<file path="config.mk">
export PLATFORM = sky130hd
export DESIGN_NAME = cxe_exception_entry
export DESIGN_NICKNAME = d
export VERILOG_FILES = /design/src/cxe_pkg.sv /design/src/cxe_exception_entry.sv
export SDC_FILE = /design/constraint.sdc
export NUM_CORES = 1
export LEC_CHECK = 0
export BUFFER_PORTS_ARGS = -buffer_cell sky130_fd_sc_hd__buf_2
export CELL_PAD_IN_SITES_DETAIL_PLACEMENT = 1
export CELL_PAD_IN_SITES_GLOBAL_PLACEMENT = 2
export CORE_MARGIN = 5
export CORE_UTILIZATION = 32
export CTS_BUF_LIST = sky130_fd_sc_hd__clkbuf_4
export DETAILED_ROUTE_END_ITERATION = 7
export PLACE_DENSITY_LB_ADDON = 0.15
export SYNTH_ARGS = -nofsm -noshare
export SYNTH_HDL_FRONTEND = slang
export SYNTH_SLANG_ARGS = --single-unit
</file>
<file path="constraint.sdc">
create_clock -name aclk -period 8.35 [get_ports aclk]
set_input_delay 1.67 -clock aclk [delete_from_list [all_inputs] [get_ports aclk]]
set_output_delay 1.67 -clock aclk [all_outputs]
set_load 0.05 [all_outputs]
</file>
<file path="src/cxe_pkg.sv">
/*
 * Package for the exception entry unit: mode codes, vectors, status word
 * fields, register offsets and reset values.
 * Assumes a 32-bit core and a 32-bit AXI4-Lite register bus.
 */
package cxe_pkg;
   // Mode field codes
   localparam logic [4:0] MODE_USR = 5'h10;
   localparam logic [4:0] MODE_FIQ = 5'h11;
   localparam logic [4:0] MODE_IRQ = 5'h12;
   localparam logic [4:0] MODE_SVC = 5'h13;
   localparam logic [4:0] MODE_ABT = 5'h17;
   localparam logic [4:0] MODE_UND = 5'h1B;
   // Vectors
   localparam logic [31:0] VEC_RESET = 32'h0000_0000;
   localparam logic [31:0] VEC_UNDEF = 32'h0000_0004;
   localparam logic [31:0] VEC_TRAP = 32'h0000_0008;
   localparam logic [31:0] VEC_PABT = 32'h0000_000C;
   localparam logic [31:0] VEC_DABT = 32'h0000_0010;
   localparam logic [31:0] VEC_RSVD = 32'h0000_0014;
   localparam logic [31:0] VEC_IRQ = 32'h0000_0018;
   localparam logic [31:0] VEC_FIQ = 32'h0000_001C;
   // Status word fields
   localparam int PSR_I_BIT = 7;
   localparam int PSR_F_BIT = 6;
   localparam int PSR_FLAGS_LSB = 28;
   localparam logic [31:0] PSR_RESET = 32'h0000_00D3;
   localparam logic [31:0] ADDR_STEP = 32'h0000_0004;
   localparam logic [31:0] ADDR_STEP2 = 32'h0000_0008;
   localparam logic [31:0] ADDR_MASK26 = 32'h03FF_FFFF;
   // Register offsets
   localparam logic [3:0] OFF_CONFIG = 4'h0;
   localparam logic [3:0] OFF_STATUS = 4'h4;
   localparam logic [3:0] OFF_CAUSE = 4'h8;
   // Configuration bit positions
   localparam int CFG_MMU = 0;
   localparam int CFG_ALIGN = 1;
   localparam int CFG_CACHE = 2;
   localparam int CFG_WBUF = 3;
   localparam int CFG_PROG32 = 4;
   localparam int CFG_DATA32 = 5;
   localparam int CFG_BIG = 7;
   localparam logic [31:0] CFG_RESET = 32'h0000_0000;
   localparam logic [31:0] CFG_WMASK = 32'h0000_00BF;
   // Bank selectors for saved state readout
   localparam logic [2:0] BANK_FIQ = 3'h0;
   localparam logic [2:0] BANK_IRQ = 3'h1;
   localparam logic [2:0] BANK_SVC = 3'h2;
   localparam logic [2:0] BANK_ABT = 3'h3;
   localparam logic [2:0] BANK_UND = 3'h4;
   localparam logic [1:0] RESP_OKAY = 2'h0;
   localparam logic [1:0] RESP_SLVERR = 2'h2;
   // Cause codes
   typedef enum logic [2:0] {
      CAUSE_NONE, CAUSE_RESET, CAUSE_DABT, CAUSE_FIQ,
      CAUSE_IRQ, CAUSE_PABT, CAUSE_UNDEF, CAUSE_TRAP
   } cxe_cause_e;
endpackage

</file>
<file path="src/cxe_exception_entry.sv">
/*
 * Exception entry unit: interrupt sampling, abort handling, trap and
 * undefined decode, priority, entry, return and reset entry.
 * Assumes the core pulses instr_end once per executed instruction and
 * follows fetch_redirect; the interrupt lines are on the core clock.
 */
// Our own choices: the address map and the AXI4-Lite interface to the registers.
`timescale 1ns/1ns
module cxe_exception_entry
   import cxe_pkg::*;
#(
   parameter int ADDR_W = 4
) (
   input wire logic aclk,
   input wire logic aresetn,
   input wire logic [ADDR_W-1:0] s_axi_awaddr,
   input wire logic s_axi_awvalid,
   output logic s_axi_awready,
   input wire logic [31:0] s_axi_wdata,
   input wire logic [3:0] s_axi_wstrb,
   input wire logic s_axi_wvalid,
   output logic s_axi_wready,
   output logic [1:0] s_axi_bresp,
   output logic s_axi_bvalid,
   input wire logic s_axi_bready,
   input wire logic [ADDR_W-1:0] s_axi_araddr,
   input wire logic s_axi_arvalid,
   output logic s_axi_arready,
   output logic [31:0] s_axi_rdata,
   output logic [1:0] s_axi_rresp,
   output logic s_axi_rvalid,
   input wire logic s_axi_rready,
   input wire logic fast_int_n,
   input wire logic normal_int_n,
   input wire logic fetch_abort,
   input wire logic pipe_advance,
   input wire logic pipe_flush,
   input wire logic data_abort,
   input wire logic instr_end,
   input wire logic [31:0] instr_word,
   input wire logic [31:0] exec_pc,
   input wire logic [31:0] next_pc,
   input wire logic is_single_xfer,
   input wire logic is_swap,
   input wire logic is_block_xfer,
   input wire logic reg_wr_req,
   input wire logic base_wb_req,
   input wire logic psr_wr_en,
   input wire logic [31:0] psr_wr_data,
   input wire logic ret_restore,
   input wire logic [2:0] bank_sel,
   output logic reg_wr_en,
   output logic base_wb_en,
   output logic fetch_redirect,
   output logic [31:0] fetch_addr_r,
   output logic [31:0] current_status_word,
   output logic [31:0] bank_link_r,
   output logic [31:0] bank_saved_r,
   output logic mmu_enable,
   output logic align_fault_enable,
   output logic cache_enable,
   output logic wbuf_enable,
   output logic data_space_32,
   output logic big_endian,
   output logic tlb_flush,
   output logic cache_flush
);
   initial begin
      if (ADDR_W < 4) $error("ADDR_W below 4 cannot decode the register map");
   end

   typedef enum logic [1:0] {ST_RESET, ST_REXIT, ST_RUN, ST_CHAIN} cxe_state_e;
   cxe_state_e state_r;
   logic fast_sync_r, normal_sync_r;
   logic fetch_tag_r, exec_tag_r, dabt_seen_r;
   logic [31:0] current_status_word_r, cfg_r;
   logic [31:0] link_r [5];
   logic [31:0] saved_r [5];
   cxe_cause_e cause_r;
   logic [31:0] cur_pc_r;

   ////////////////////////////////////////////////////////////////////////
   // Interrupt synchronizers and pending terms
   always_ff @(posedge aclk) begin
      if (!aresetn) begin
         fast_sync_r <= 1'b1;
         normal_sync_r <= 1'b1;
      end else begin
         fast_sync_r <= fast_int_n;
         normal_sync_r <= normal_int_n;
      end
   end

   logic privileged, fiq_pend, irq_pend, dabt_now;
   logic cop_instr, mcr_mrc_int, undef_hit, trap_hit, pabt_hit;
   assign privileged = current_status_word_r[4:0] != MODE_USR;
   assign fiq_pend = !current_status_word_r[PSR_F_BIT] && !fast_sync_r;
   assign irq_pend = !current_status_word_r[PSR_I_BIT] && !normal_sync_r;
   assign dabt_now = data_abort || dabt_seen_r;

   ////////////////////////////////////////////////////////////////////////
   // Instruction decode for traps
   assign cop_instr = (instr_word[27:24] == 4'hE) || (instr_word[27:25] == 3'h6);
   assign mcr_mrc_int = (instr_word[27:24] == 4'hE) && instr_word[4]
                        && (instr_word[11:8] == 4'hF) && !instr_word[19]
                        && privileged;
   assign undef_hit = (cop_instr && !mcr_mrc_int)
                      || ((instr_word[27:25] == 3'h3) && instr_word[4]);
   assign trap_hit = instr_word[27:24] == 4'hF;
   assign pabt_hit = exec_tag_r;

   ////////////////////////////////////////////////////////////////////////
   // Prefetch abort tag travels with the instruction
   always_ff @(posedge aclk) begin
      if (!aresetn || pipe_flush) begin
         fetch_tag_r <= 1'b0;
         exec_tag_r <= 1'b0;
      end else if (pipe_advance) begin
         fetch_tag_r <= fetch_abort;
         exec_tag_r <= fetch_tag_r;
      end else if (fetch_abort) begin
         fetch_tag_r <= 1'b1;
      end
   end

   ////////////////////////////////////////////////////////////////////////
   // Register write gating under data abort
   always_ff @(posedge aclk) begin
      if (!aresetn || instr_end) begin
         dabt_seen_r <= 1'b0;
      end else if (data_abort) begin
         dabt_seen_r <= 1'b1;
      end
   end

   always_comb begin
      reg_wr_en = reg_wr_req;
      base_wb_en = base_wb_req;
      if (dabt_now) begin
         if (is_swap) begin
            reg_wr_en = 1'b0;
            base_wb_en = 1'b0;
         end else if (is_block_xfer) begin
            reg_wr_en = 1'b0;
         end else if (is_single_xfer) begin
            base_wb_en = base_wb_req;
         end
      end
   end

   ////////////////////////////////////////////////////////////////////////
   // Priority selection at instruction end; in ST_CHAIN the fast entry is forced without instr_end
   cxe_cause_e take;
   always_comb begin
      take = CAUSE_NONE;
      if (instr_end) begin
         if (dabt_now) take = CAUSE_DABT;
         else if (fiq_pend) take = CAUSE_FIQ;
         else if (irq_pend) take = CAUSE_IRQ;
         else if (pabt_hit) take = CAUSE_PABT;
         else if (undef_hit) take = CAUSE_UNDEF;
         else if (trap_hit) take = CAUSE_TRAP;
      end
      if (state_r == ST_CHAIN) take = CAUSE_FIQ;
   end

   logic [2:0] bank_n;
   logic [4:0] mode_n;
   logic [31:0] link_n, vec_n;
   logic set_f;
   always_comb begin
      bank_n = BANK_FIQ;
      mode_n = MODE_FIQ;
      link_n = next_pc + ADDR_STEP;
      vec_n = VEC_FIQ;
      set_f = 1'b0;
      case (take)
         CAUSE_FIQ: begin
            set_f = 1'b1;
            if (state_r == ST_CHAIN) link_n = VEC_DABT + ADDR_STEP;
         end
         CAUSE_IRQ: begin
            bank_n = BANK_IRQ;
            mode_n = MODE_IRQ;
            vec_n = VEC_IRQ;
         end
         CAUSE_DABT: begin
            bank_n = BANK_ABT;
            mode_n = MODE_ABT;
            link_n = exec_pc + ADDR_STEP2;
            vec_n = VEC_DABT;
         end
         CAUSE_PABT: begin
            bank_n = BANK_ABT;
            mode_n = MODE_ABT;
            link_n = exec_pc + ADDR_STEP;
            vec_n = VEC_PABT;
         end
         CAUSE_TRAP: begin
            bank_n = BANK_SVC;
            mode_n = MODE_SVC;
            link_n = exec_pc + ADDR_STEP;
            vec_n = VEC_TRAP;
         end
         CAUSE_UNDEF: begin
            bank_n = BANK_UND;
            mode_n = MODE_UND;
            link_n = exec_pc + ADDR_STEP;
            vec_n = VEC_UNDEF;
         end
         default: begin
            bank_n = BANK_FIQ;
         end
      endcase
   end

   function automatic logic [2:0] bank_of(input logic [4:0] m);
      case (m)
         MODE_FIQ: bank_of = BANK_FIQ;
         MODE_IRQ: bank_of = BANK_IRQ;
         MODE_ABT: bank_of = BANK_ABT;
         MODE_UND: bank_of = BANK_UND;
         default: bank_of = BANK_SVC;
      endcase
   endfunction

   ////////////////////////////////////////////////////////////////////////
   // Sequencer, status word and banks
   always_ff @(posedge aclk) begin
      if (!aresetn) begin
         state_r <= ST_RESET;
      end else begin
         case (state_r)
            ST_RESET: state_r <= ST_REXIT;
            ST_REXIT: state_r <= ST_RUN;
            ST_RUN: state_r <= (take == CAUSE_DABT && fiq_pend) ? ST_CHAIN : ST_RUN;
            ST_CHAIN: state_r <= ST_RUN;
            default: state_r <= ST_RUN;
         endcase
      end
   end

   always_ff @(posedge aclk) begin
      if (!aresetn) begin
         current_status_word_r <= PSR_RESET;
         cause_r <= CAUSE_RESET;
         for (int i = 0; i < 5; i++) begin
            link_r[i] <= '0;
            saved_r[i] <= '0;
         end
      end else if (state_r == ST_REXIT) begin
         link_r[BANK_SVC] <= cur_pc_r;
         saved_r[BANK_SVC] <= current_status_word_r;
         current_status_word_r[4:0] <= MODE_SVC;
         current_status_word_r[PSR_I_BIT] <= 1'b1;
         current_status_word_r[PSR_F_BIT] <= 1'b1;
      end else if (take != CAUSE_NONE) begin
         link_r[bank_n] <= link_n;
         saved_r[bank_n] <= current_status_word_r;
         current_status_word_r[4:0] <= mode_n;
         current_status_word_r[PSR_I_BIT] <= 1'b1;
         if (set_f) current_status_word_r[PSR_F_BIT] <= 1'b1;
         cause_r <= take;
      end else if (ret_restore && privileged) begin
         current_status_word_r <= saved_r[bank_of(current_status_word_r[4:0])];
      end else if (psr_wr_en) begin
         current_status_word_r[31:PSR_FLAGS_LSB] <= psr_wr_data[31:PSR_FLAGS_LSB];
         if (privileged) current_status_word_r[PSR_FLAGS_LSB-1:0] <= psr_wr_data[PSR_FLAGS_LSB-1:0];
      end
   end

   ////////////////////////////////////////////////////////////////////////
   // Fetch address
   logic [31:0] fetch_n;
   always_comb begin
      fetch_redirect = 1'b0;
      fetch_n = fetch_addr_r;
      if (state_r == ST_REXIT) begin
         fetch_redirect = 1'b1;
         fetch_n = VEC_RESET;
      end else if (take != CAUSE_NONE) begin
         fetch_redirect = 1'b1;
         fetch_n = vec_n;
      end
   end

   always_ff @(posedge aclk) begin
      if (!aresetn) begin
         cur_pc_r <= '0;
      end else begin
         cur_pc_r <= exec_pc;
      end
   end

   // Idle walk starts from zero on the first reset edge
   logic rst_seen_r;
   always_ff @(posedge aclk) begin
      rst_seen_r <= !aresetn;
   end

   always_ff @(posedge aclk) begin
      if (!aresetn) begin
         if (rst_seen_r) fetch_addr_r <= fetch_addr_r + ADDR_STEP;
         else fetch_addr_r <= VEC_RESET;
      end else if (cfg_r[CFG_PROG32]) begin
         fetch_addr_r <= fetch_n;
      end else begin
         fetch_addr_r <= fetch_n & ADDR_MASK26;
      end
   end

   always_ff @(posedge aclk) begin
      bank_link_r <= (bank_sel < 3'h5) ? link_r[bank_sel] : '0;
      bank_saved_r <= (bank_sel < 3'h5) ? saved_r[bank_sel] : '0;
   end

   assign current_status_word = current_status_word_r;

   ////////////////////////////////////////////////////////////////////////
   // Configuration outputs
   assign mmu_enable = cfg_r[CFG_MMU];
   assign align_fault_enable = cfg_r[CFG_ALIGN];
   assign cache_enable = cfg_r[CFG_CACHE];
   assign wbuf_enable = cfg_r[CFG_WBUF];
   assign data_space_32 = cfg_r[CFG_DATA32];
   assign big_endian = cfg_r[CFG_BIG];
   assign tlb_flush = state_r == ST_REXIT;
   assign cache_flush = state_r == ST_REXIT;

   ////////////////////////////////////////////////////////////////////////
   // AXI4-Lite slave
   logic aw_held_r, w_held_r;
   logic [ADDR_W-1:0] aw_addr_r;
   logic [31:0] w_data_r;
   logic [3:0] w_strb_r;
   logic do_write;
   assign s_axi_awready = !aw_held_r;
   assign s_axi_wready = !w_held_r;
   assign do_write = aw_held_r && w_held_r && !s_axi_bvalid;
   assign s_axi_arready = !s_axi_rvalid;

   always_ff @(posedge aclk) begin
      if (!aresetn) begin
         aw_held_r <= 1'b0;
         w_held_r <= 1'b0;
         aw_addr_r <= '0;
         w_data_r <= '0;
         w_strb_r <= '0;
      end else begin
         if (s_axi_awvalid && s_axi_awready) begin
            aw_held_r <= 1'b1;
            aw_addr_r <= s_axi_awaddr;
         end else if (do_write) begin
            aw_held_r <= 1'b0;
         end
         if (s_axi_wvalid && s_axi_wready) begin
            w_held_r <= 1'b1;
            w_data_r <= s_axi_wdata;
            w_strb_r <= s_axi_wstrb;
         end else if (do_write) begin
            w_held_r <= 1'b0;
         end
      end
   end

   always_ff @(posedge aclk) begin
      if (!aresetn) begin
         cfg_r <= CFG_RESET;
         s_axi_bvalid <= 1'b0;
         s_axi_bresp <= RESP_OKAY;
      end else begin
         if (do_write) begin
            s_axi_bvalid <= 1'b1;
            s_axi_bresp <= RESP_OKAY;
            if (aw_addr_r[3:0] == OFF_CONFIG) begin
               for (int b = 0; b < 4; b++) begin
                  if (w_strb_r[b]) cfg_r[b*8+:8] <= w_data_r[b*8+:8] & CFG_WMASK[b*8+:8];
               end
            end else if (aw_addr_r[3:0] != OFF_STATUS && aw_addr_r[3:0] != OFF_CAUSE) begin
               s_axi_bresp <= RESP_SLVERR;
            end
         end else if (s_axi_bready) begin
            s_axi_bvalid <= 1'b0;
         end
      end
   end

   always_ff @(posedge aclk) begin
      if (!aresetn) begin
         s_axi_rvalid <= 1'b0;
         s_axi_rdata <= '0;
         s_axi_rresp <= RESP_OKAY;
      end else if (s_axi_arvalid && s_axi_arready) begin
         s_axi_rvalid <= 1'b1;
         s_axi_rresp <= RESP_OKAY;
         case (s_axi_araddr[3:0])
            OFF_CONFIG: s_axi_rdata <= cfg_r;
            OFF_STATUS: s_axi_rdata <= current_status_word_r;
            OFF_CAUSE: s_axi_rdata <= {29'h0, cause_r};
            default: begin
               s_axi_rdata <= '0;
               s_axi_rresp <= RESP_SLVERR;
            end
         endcase
      end else if (s_axi_rready) begin
         s_axi_rvalid <= 1'b0;
      end
   end
endmodule

</file>
After elaboration in Yosys (flattened, before gate mapping):

Memory sizes are Yosys's and may differ from the RTL's. A register that Yosys moved wholly into a read port is not among the register bits.
Cells that the tools add are included.

* $add $sub $neg: 4
* order comparisons: 1
* equality and inequality tests: 25
* mux-type cells: 67
* bitwise logic cells: 5
* reductions and logical operators: 62

Operators with widths (number)
* $mux 32: 12
* $pmux 32 s3: 2
* $add 32x3->32 const B: 3
* $reduce_or 32->1: 2
* $mux 3: 14
* $add 32x4->32 const B: 1
* $mux 1: 29
* $mux 28: 1
* $pmux 5 s5: 1
* $pmux 3 s4: 2
* $eq 5x5->1 const B: 4
* $eq 4x4->1 const B: 4
* $logic_and 1x1->1: 16
* $pmux 4 s4: 1
* $eq 3x3->1 const B: 5
* $reduce_bool 2->1: 7
* $logic_not 1->1: 13
* $eq 3x2->1 const B: 3
* $reduce_and 3->1: 3
* $reduce_bool 3->1: 3
* $reduce_or 3->1: 3
* $logic_not 4->1: 2
* $ne 4x3->1 const B: 2
* $mux 2: 3
* 16 further kinds: 28

* register bits: 167
* memory bits (writable): 320
* input bits: 196
* output and inout port bits: 180
* word-level logic and storage cells: 193
* memories: 2

Memories
* link_r: words 5, bits a word 32, rd ports 1, clocked after Yosys merged registers in 1, wr ports 5, RTL line cxe_exception_entry.sv:77 `logic [31:0] link_r [5];`
* saved_r: words 5, bits a word 32, rd ports 2, clocked after Yosys merged registers in 1, wr ports 5, RTL line cxe_exception_entry.sv:78 `logic [31:0] saved_r [5];`

Depth between registers and ports, before layout:

* depth in word-level cells: 22
* mapped depth: 11
* gate-level depth less buffers: 8

Worst setup path after synthesis:

Ideal clock, no wire load.

* path kind: input to register
* start point: input port data_abort
* end point: memory link_r[3][0], enable pin
* data arrival time: 4.767 ns
* required time: 7.662 ns
* setup slack: 2.894 ns
* cell stages on the path: 9
* path buffers: 2
* cell sequence: or3b_1 -> or3_1 -> buf_2 -> a211o_1 -> nand3_1 -> nand2_1 -> nand2_1 -> clkbuf_1 -> nand2_1

RTL lines
* start, declared: RTL line cxe_exception_entry.sv:38 `input wire logic data_abort,`
* end, declared: RTL line cxe_exception_entry.sv:77

Worst setup path in the final report:

* start point: register current_status_word_r[0], in the netlist current_status_word[0]
* end point: output port fetch_redirect

* longest elaborated chain between the ends: 15

RTL lines
* start, declared: RTL line cxe_exception_entry.sv:76 `logic [31:0] current_status_word_r, cfg_r;`
* start signal, assigned: RTL line cxe_exception_entry.sv:260 `current_status_word_r[4:0] <= mode_n;`
* start signal, assigned: RTL line cxe_exception_entry.sv:265 `current_status_word_r <= saved_r[bank_of(current_status_word_r[4:0])];`
* start signal, assigned by index: RTL line cxe_exception_entry.sv:267 `current_status_word_r[31:PSR_FLAGS_LSB] <= psr_wr_data[31:PSR_FLAGS_LSB];`
* $ne 5x5->1: RTL line cxe_exception_entry.sv:96 `assign privileged = current_status_word_r[4:0] != MODE_USR;`
* $logic_and 1x1->1: RTL line cxe_exception_entry.sv:106 `&& privileged;`
* $logic_not 1->1: RTL line cxe_exception_entry.sv:107 `assign undef_hit = (cop_instr && !mcr_mrc_int)`
* $logic_and 1x1->1: RTL line cxe_exception_entry.sv:107
* $logic_or 1x1->1: RTL line cxe_exception_entry.sv:108 `|| ((instr_word[27:25] == 3'h3) && instr_word[4]);`
* $mux 3: RTL line cxe_exception_entry.sv:161 `else if (undef_hit) take = CAUSE_UNDEF;`
* $mux 3: RTL line cxe_exception_entry.sv:160 `else if (pabt_hit) take = CAUSE_PABT;`
* $mux 3: RTL line cxe_exception_entry.sv:159 `else if (irq_pend) take = CAUSE_IRQ;`
* $mux 3: RTL line cxe_exception_entry.sv:158 `else if (fiq_pend) take = CAUSE_FIQ;`
* $mux 3: RTL line cxe_exception_entry.sv:157 `if (dabt_now) take = CAUSE_DABT;`
* $mux 3: RTL line cxe_exception_entry.sv:156 `if (instr_end) begin`
* $mux 3: RTL line cxe_exception_entry.sv:164 `if (state_r == ST_CHAIN) take = CAUSE_FIQ;`
* $reduce_bool 3->1: RTL line cxe_exception_entry.sv:281 `end else if (take != CAUSE_NONE) begin`
* $mux 1: RTL line cxe_exception_entry.sv:281
* $mux 1: RTL line cxe_exception_entry.sv:278 `if (state_r == ST_REXIT) begin`
* end, declared: RTL line cxe_exception_entry.sv:54 `output logic fetch_redirect,`

Every way passes these cells.

==> metrics list <==
- The worst path in the final design needs a cycle of 5706 ps, including I/O delays and setup.
- At the pin with the least slew margin, the transition time is about 1200 ps.
- The detailed router put a total of 40,270 microns of wire on met1.
- Compared with the post-synthesis result, the final layout area differs by 19.70%.
* Sequential-to-total area share from yosys stat: 0.5707
* Total gr overflow: 0
- DR DRC count: 0
- Cells resized by post-CTS repair: 0
- Summed over all nets, wire length on met2 after detailed routing comes to 43,290 microns.
- Starting density of the core: 0.3212
* Final number of hold-violating endpoints: 0
* Vias per cell: 5.231
- Vias in the first global route: 21,670
- DRC violation total after the first TritonRoute iteration: 1,086
* Multiplexer share of the synthesized area: 0.09454
- The average instance in the mapped netlist occupies 11.07 sq um.
- The synthesized netlist contains 87 unique library cells.
* Worst hold path cell count: 2
* Result of the run: complete, no violations
- Yosys printed 0 warnings.
- STA classifies the critical path startpoint as a flip-flop.
* Leakage power total: 12.22 nW
- The synthesized-area fraction occupied by ao, oa, aoi and oai cells came to 0.1120.
- Port buffering added 320 buffers.
- Post-route clock skew: 57.28 ps
- Worst-case clock buffer depth: 3
- After detailed routing, the average wire length per cell comes to 23.97 microns.
- After clock tree synthesis, the clock-pin slew on the worst setup and hold paths is ~60 ps.
* Yosys top cell area share: 0.4156
- The final layout contains 2,848 nets.
* Simple-Gate Fraction of Synth Area: 0.1615
- Clock tree root driver cell: clkbuf_4
- The endpoint identified for the worst register-to-register timing path is link_r[3][25].
- The path with the worst hold slack has its endpoint at bank_link_r[30].
- Worst-case register-to-register setup slack: 3340 ps
- The die covers 0.08475 sq mm.
- Prevailing post-synth register cell: edfxtp_1
* Final setup vio count: 0
- Max-cap violations: 0
- The number of cells on the worst reg-to-reg path is 9.
- Post-synthesis cell count: between 2,000 and 2,500
- Top routing layer in use: met5
* Setup repair after global routing missed its margin: no
* Endpoint arrival time on the critical path: 4040 ps
* TritonCTS sink count: 546
* RR Startpoint: current_status_word[0]
* Final HPWL from detailed placement: 58,900 microns
- Routability-driven placement congestion ratio: 0.8222
* Startpoint of the worst setup timing path: current_status_word[0]
- Power density over the cells: approximately 230 mW/mm^2
* Fraction of registers with async set or reset after synthesis: 0
* Number of synthesized flops with an enable pin: 350
* Top-level port count: roughly 380
* Die outline width: 291.1 microns
- The later pin in the worst-skew pair is clocked with a latency of 1000 ps.
* Post-synthesis register bit count: 546
- Post-CTS Hold Buffers: 0
- VDD sags by at most 0.09434 mV.
* Synthesized-area fraction occupied by xor and xnor cells: 0.02009
- After synthesis, the cell types taking the most area are edfxtp_1 (42%), dfxtp_1 (16%), mux4_2 (5.7%), nor2_1 (4.4%), and2_1 (3.1%).
* Summed instance area of the synthesized netlist: 0.02529 sq mm
* Number of antenna violations at the first check in global routing: 16
- Worst setup path class: reg2out
* Chip height: 291.1 microns
* Worst hold start: link_r[4][30]
- STA puts the critical path data required time at 6680 ps.
- The tightest hold path in the finished design has a slack of ~420 ps.
- First-pass iteration count of the detailed router: 5
- Fmax: 175.2 MHz
- Summed over all nets, wire length on met3 after detailed routing comes to 6393 microns.
- Global routing usage summed across all routing layers: 0.2117
- Fraction of layout instances using a drive strength above 1: 0.2800
- CTS H-Tree Depth: 4
* Pins over their slew limit: 0
* DR vias: roughly 20,000
* Total negative slack: 0 ps
- Global-route wire length before repair: approximately 140,000 microns
- CTS Buf Count: 159
- TritonCTS built the clock tree.
- After synthesis, the most frequently instantiated cells are edfxtp_1 (350), nor2_1 (298), dfxtp_1 (196).
- Critical path capture point type: primary output
* Arithmetic-cell share of the synthesized area counting full adders, half adders and majority gates: 0.001979
- The min-delay analysis places its worst path in the category reg2reg.
- Ratio of final minimum period to clock period: 0.6834
- Remaining max-slew budget at the tightest pin: 0.2253
* Cell with the most instances after synthesis: edfxtp_1
* Crit-path max FO: 28
- After synthesis, the largest family of logic cells by area is simple AND/OR/NAND/NOR gates.
- Post-CTS timing repair inserted 0 buffers for setup.
- Std-Cell Core Area: roughly 0.079 sq mm
* Cell type with the highest aggregate area in the netlist: edfxtp_1
* Row count: 103
- Entering global routing, the biggest net connects between 70 and 80 pins.
* Overall routed net length: around 92,000 microns
- Once detail routing completed, the nets flagged for antenna violations numbered 0.
* Fill count: between 8,000 and 9,000
power breakdown:
part,switching (mW),leakage (nW),internal [mW],total (mW)
clock,1.22,1.32,1.53,2.75
sequential,0.123,5.28,3.06,3.18
combinational,0.822,5.61,0.334,1.16
cells in the final DEF (no fill, tap or decap), drive strengths merged, types with 6 or more instances in the layout:
cell type / instances
a2111oi: 6
o211ai: 33
o31ai: 8
mux2: 28
nand2b: 8
mux4: 64
inv: 89
o221ai: 6
or4: 7
a211oi: 13
nor2b: 6
nand4: 23
a21oi: 59
dfxtp: 196
o311a: 6
o22ai: 34
o2111ai: 30
nor3: 41
a31oi: 9
and3: 77
mux2i: 63
nor4: 8
diode: 7
nand2: 187
nand3: 44
a22oi: 29
clkinv: 28
o21ai: 134
xor2: 28
and2: 125
edfxtp: 350
buf: 364
nor2: 298
and4: 6
xnor2: 30
a221oi: 7
clkbuf: 254
cells by family after synthesis:
kind of cell	Yosys count
AND/OR/NAND/NOR	852
adder cells (fa/ha/maj)	4
other	1
multiplexers	155
AO/OA/AOI/OAI	416
flip-flops	546
buffers and inverters	253
XOR/XNOR	58
metal layers:
layer  vias up  track usage
met3       157      0.06332
met1     10120       0.2763
met4         8      0.06009
li1       9167            -
met2       618       0.3433
met5         -            0
worst max-delay path: stages (launching register included):
cell,delay [ps]
dfxtp_1,740
nor4b_2,230
a2111oi_4,720
a211oi_4,120
buf_4,270
nor3_1,600
nand2_1,130
buf_2,250
through the flow:
| stage | power (mW) | instance area [sq um] | utilization | setup WS [ps] | std cells |
|---|---|---|---|---|---|
| floorplan | 3.962 | 25310 | - | 2894 | 2289 |
| global placement | 4.385 | 28040 | 0.3561 | 2350 | 3537 |
| detailed placement | 4.409 | 28040 | 0.3561 | 2339 | 3537 |
| CTS | 7.216 | 30250 | 0.3842 | 2436 | 3829 |
| global route | 7.458 | 30260 | 0.3843 | 2283 | 3831 |
| finish | 7.089 | 30270 | 0.3844 | 2644 | 3836 |
how the worst max path moves through the flow:
stage | endpoint | slack [ps] | cells past startpoint
after detailed placement | link_r[3][12] | 2340 | 10
after CTS | fetch_redirect | 2440 | 7
final | fetch_redirect | 2640 | 7
after global placement | saved_r[3][7] | 2350 | 10
after global routing | fetch_redirect | 2280 | 7
after floorplan | link_r[3][0] | 2890 | 9
area by class of cell:
| cell class | count | area [sq um] | area share |
|---|---|---|---|
| flip-flops and latches | 546 | 14430 | 0.4768 |
| multi-input cells | 1490 | 10020 | 0.3311 |
| repair buffers | 364 | 1939 | 0.06407 |
| clock buffers | 254 | 1907 | 0.06299 |
| well taps | 1050 | 1314 | 0.04340 |
| inverters | 87 | 327.8 | 0.01083 |
| clock inverters | 38 | 309.0 | 0.01021 |
| diodes | 7 | 17.52 | 0.0005787 |
state kept, by name (all words and copies together), names as in the netlist, 2 cells and up:
signal / flops
link_r: 160
saved_r: 160
bank_link_r: 32
bank_saved_r: 32
cur_pc_r: 32
current_status_word: 32
s_axi_rdata: 32
fetch_addr_r: 30
cfg_r: 7
w_data_r: 7
aw_addr_r: 4
cause_r: 3
state_r: 2
(Power assumes the default switching activity.)
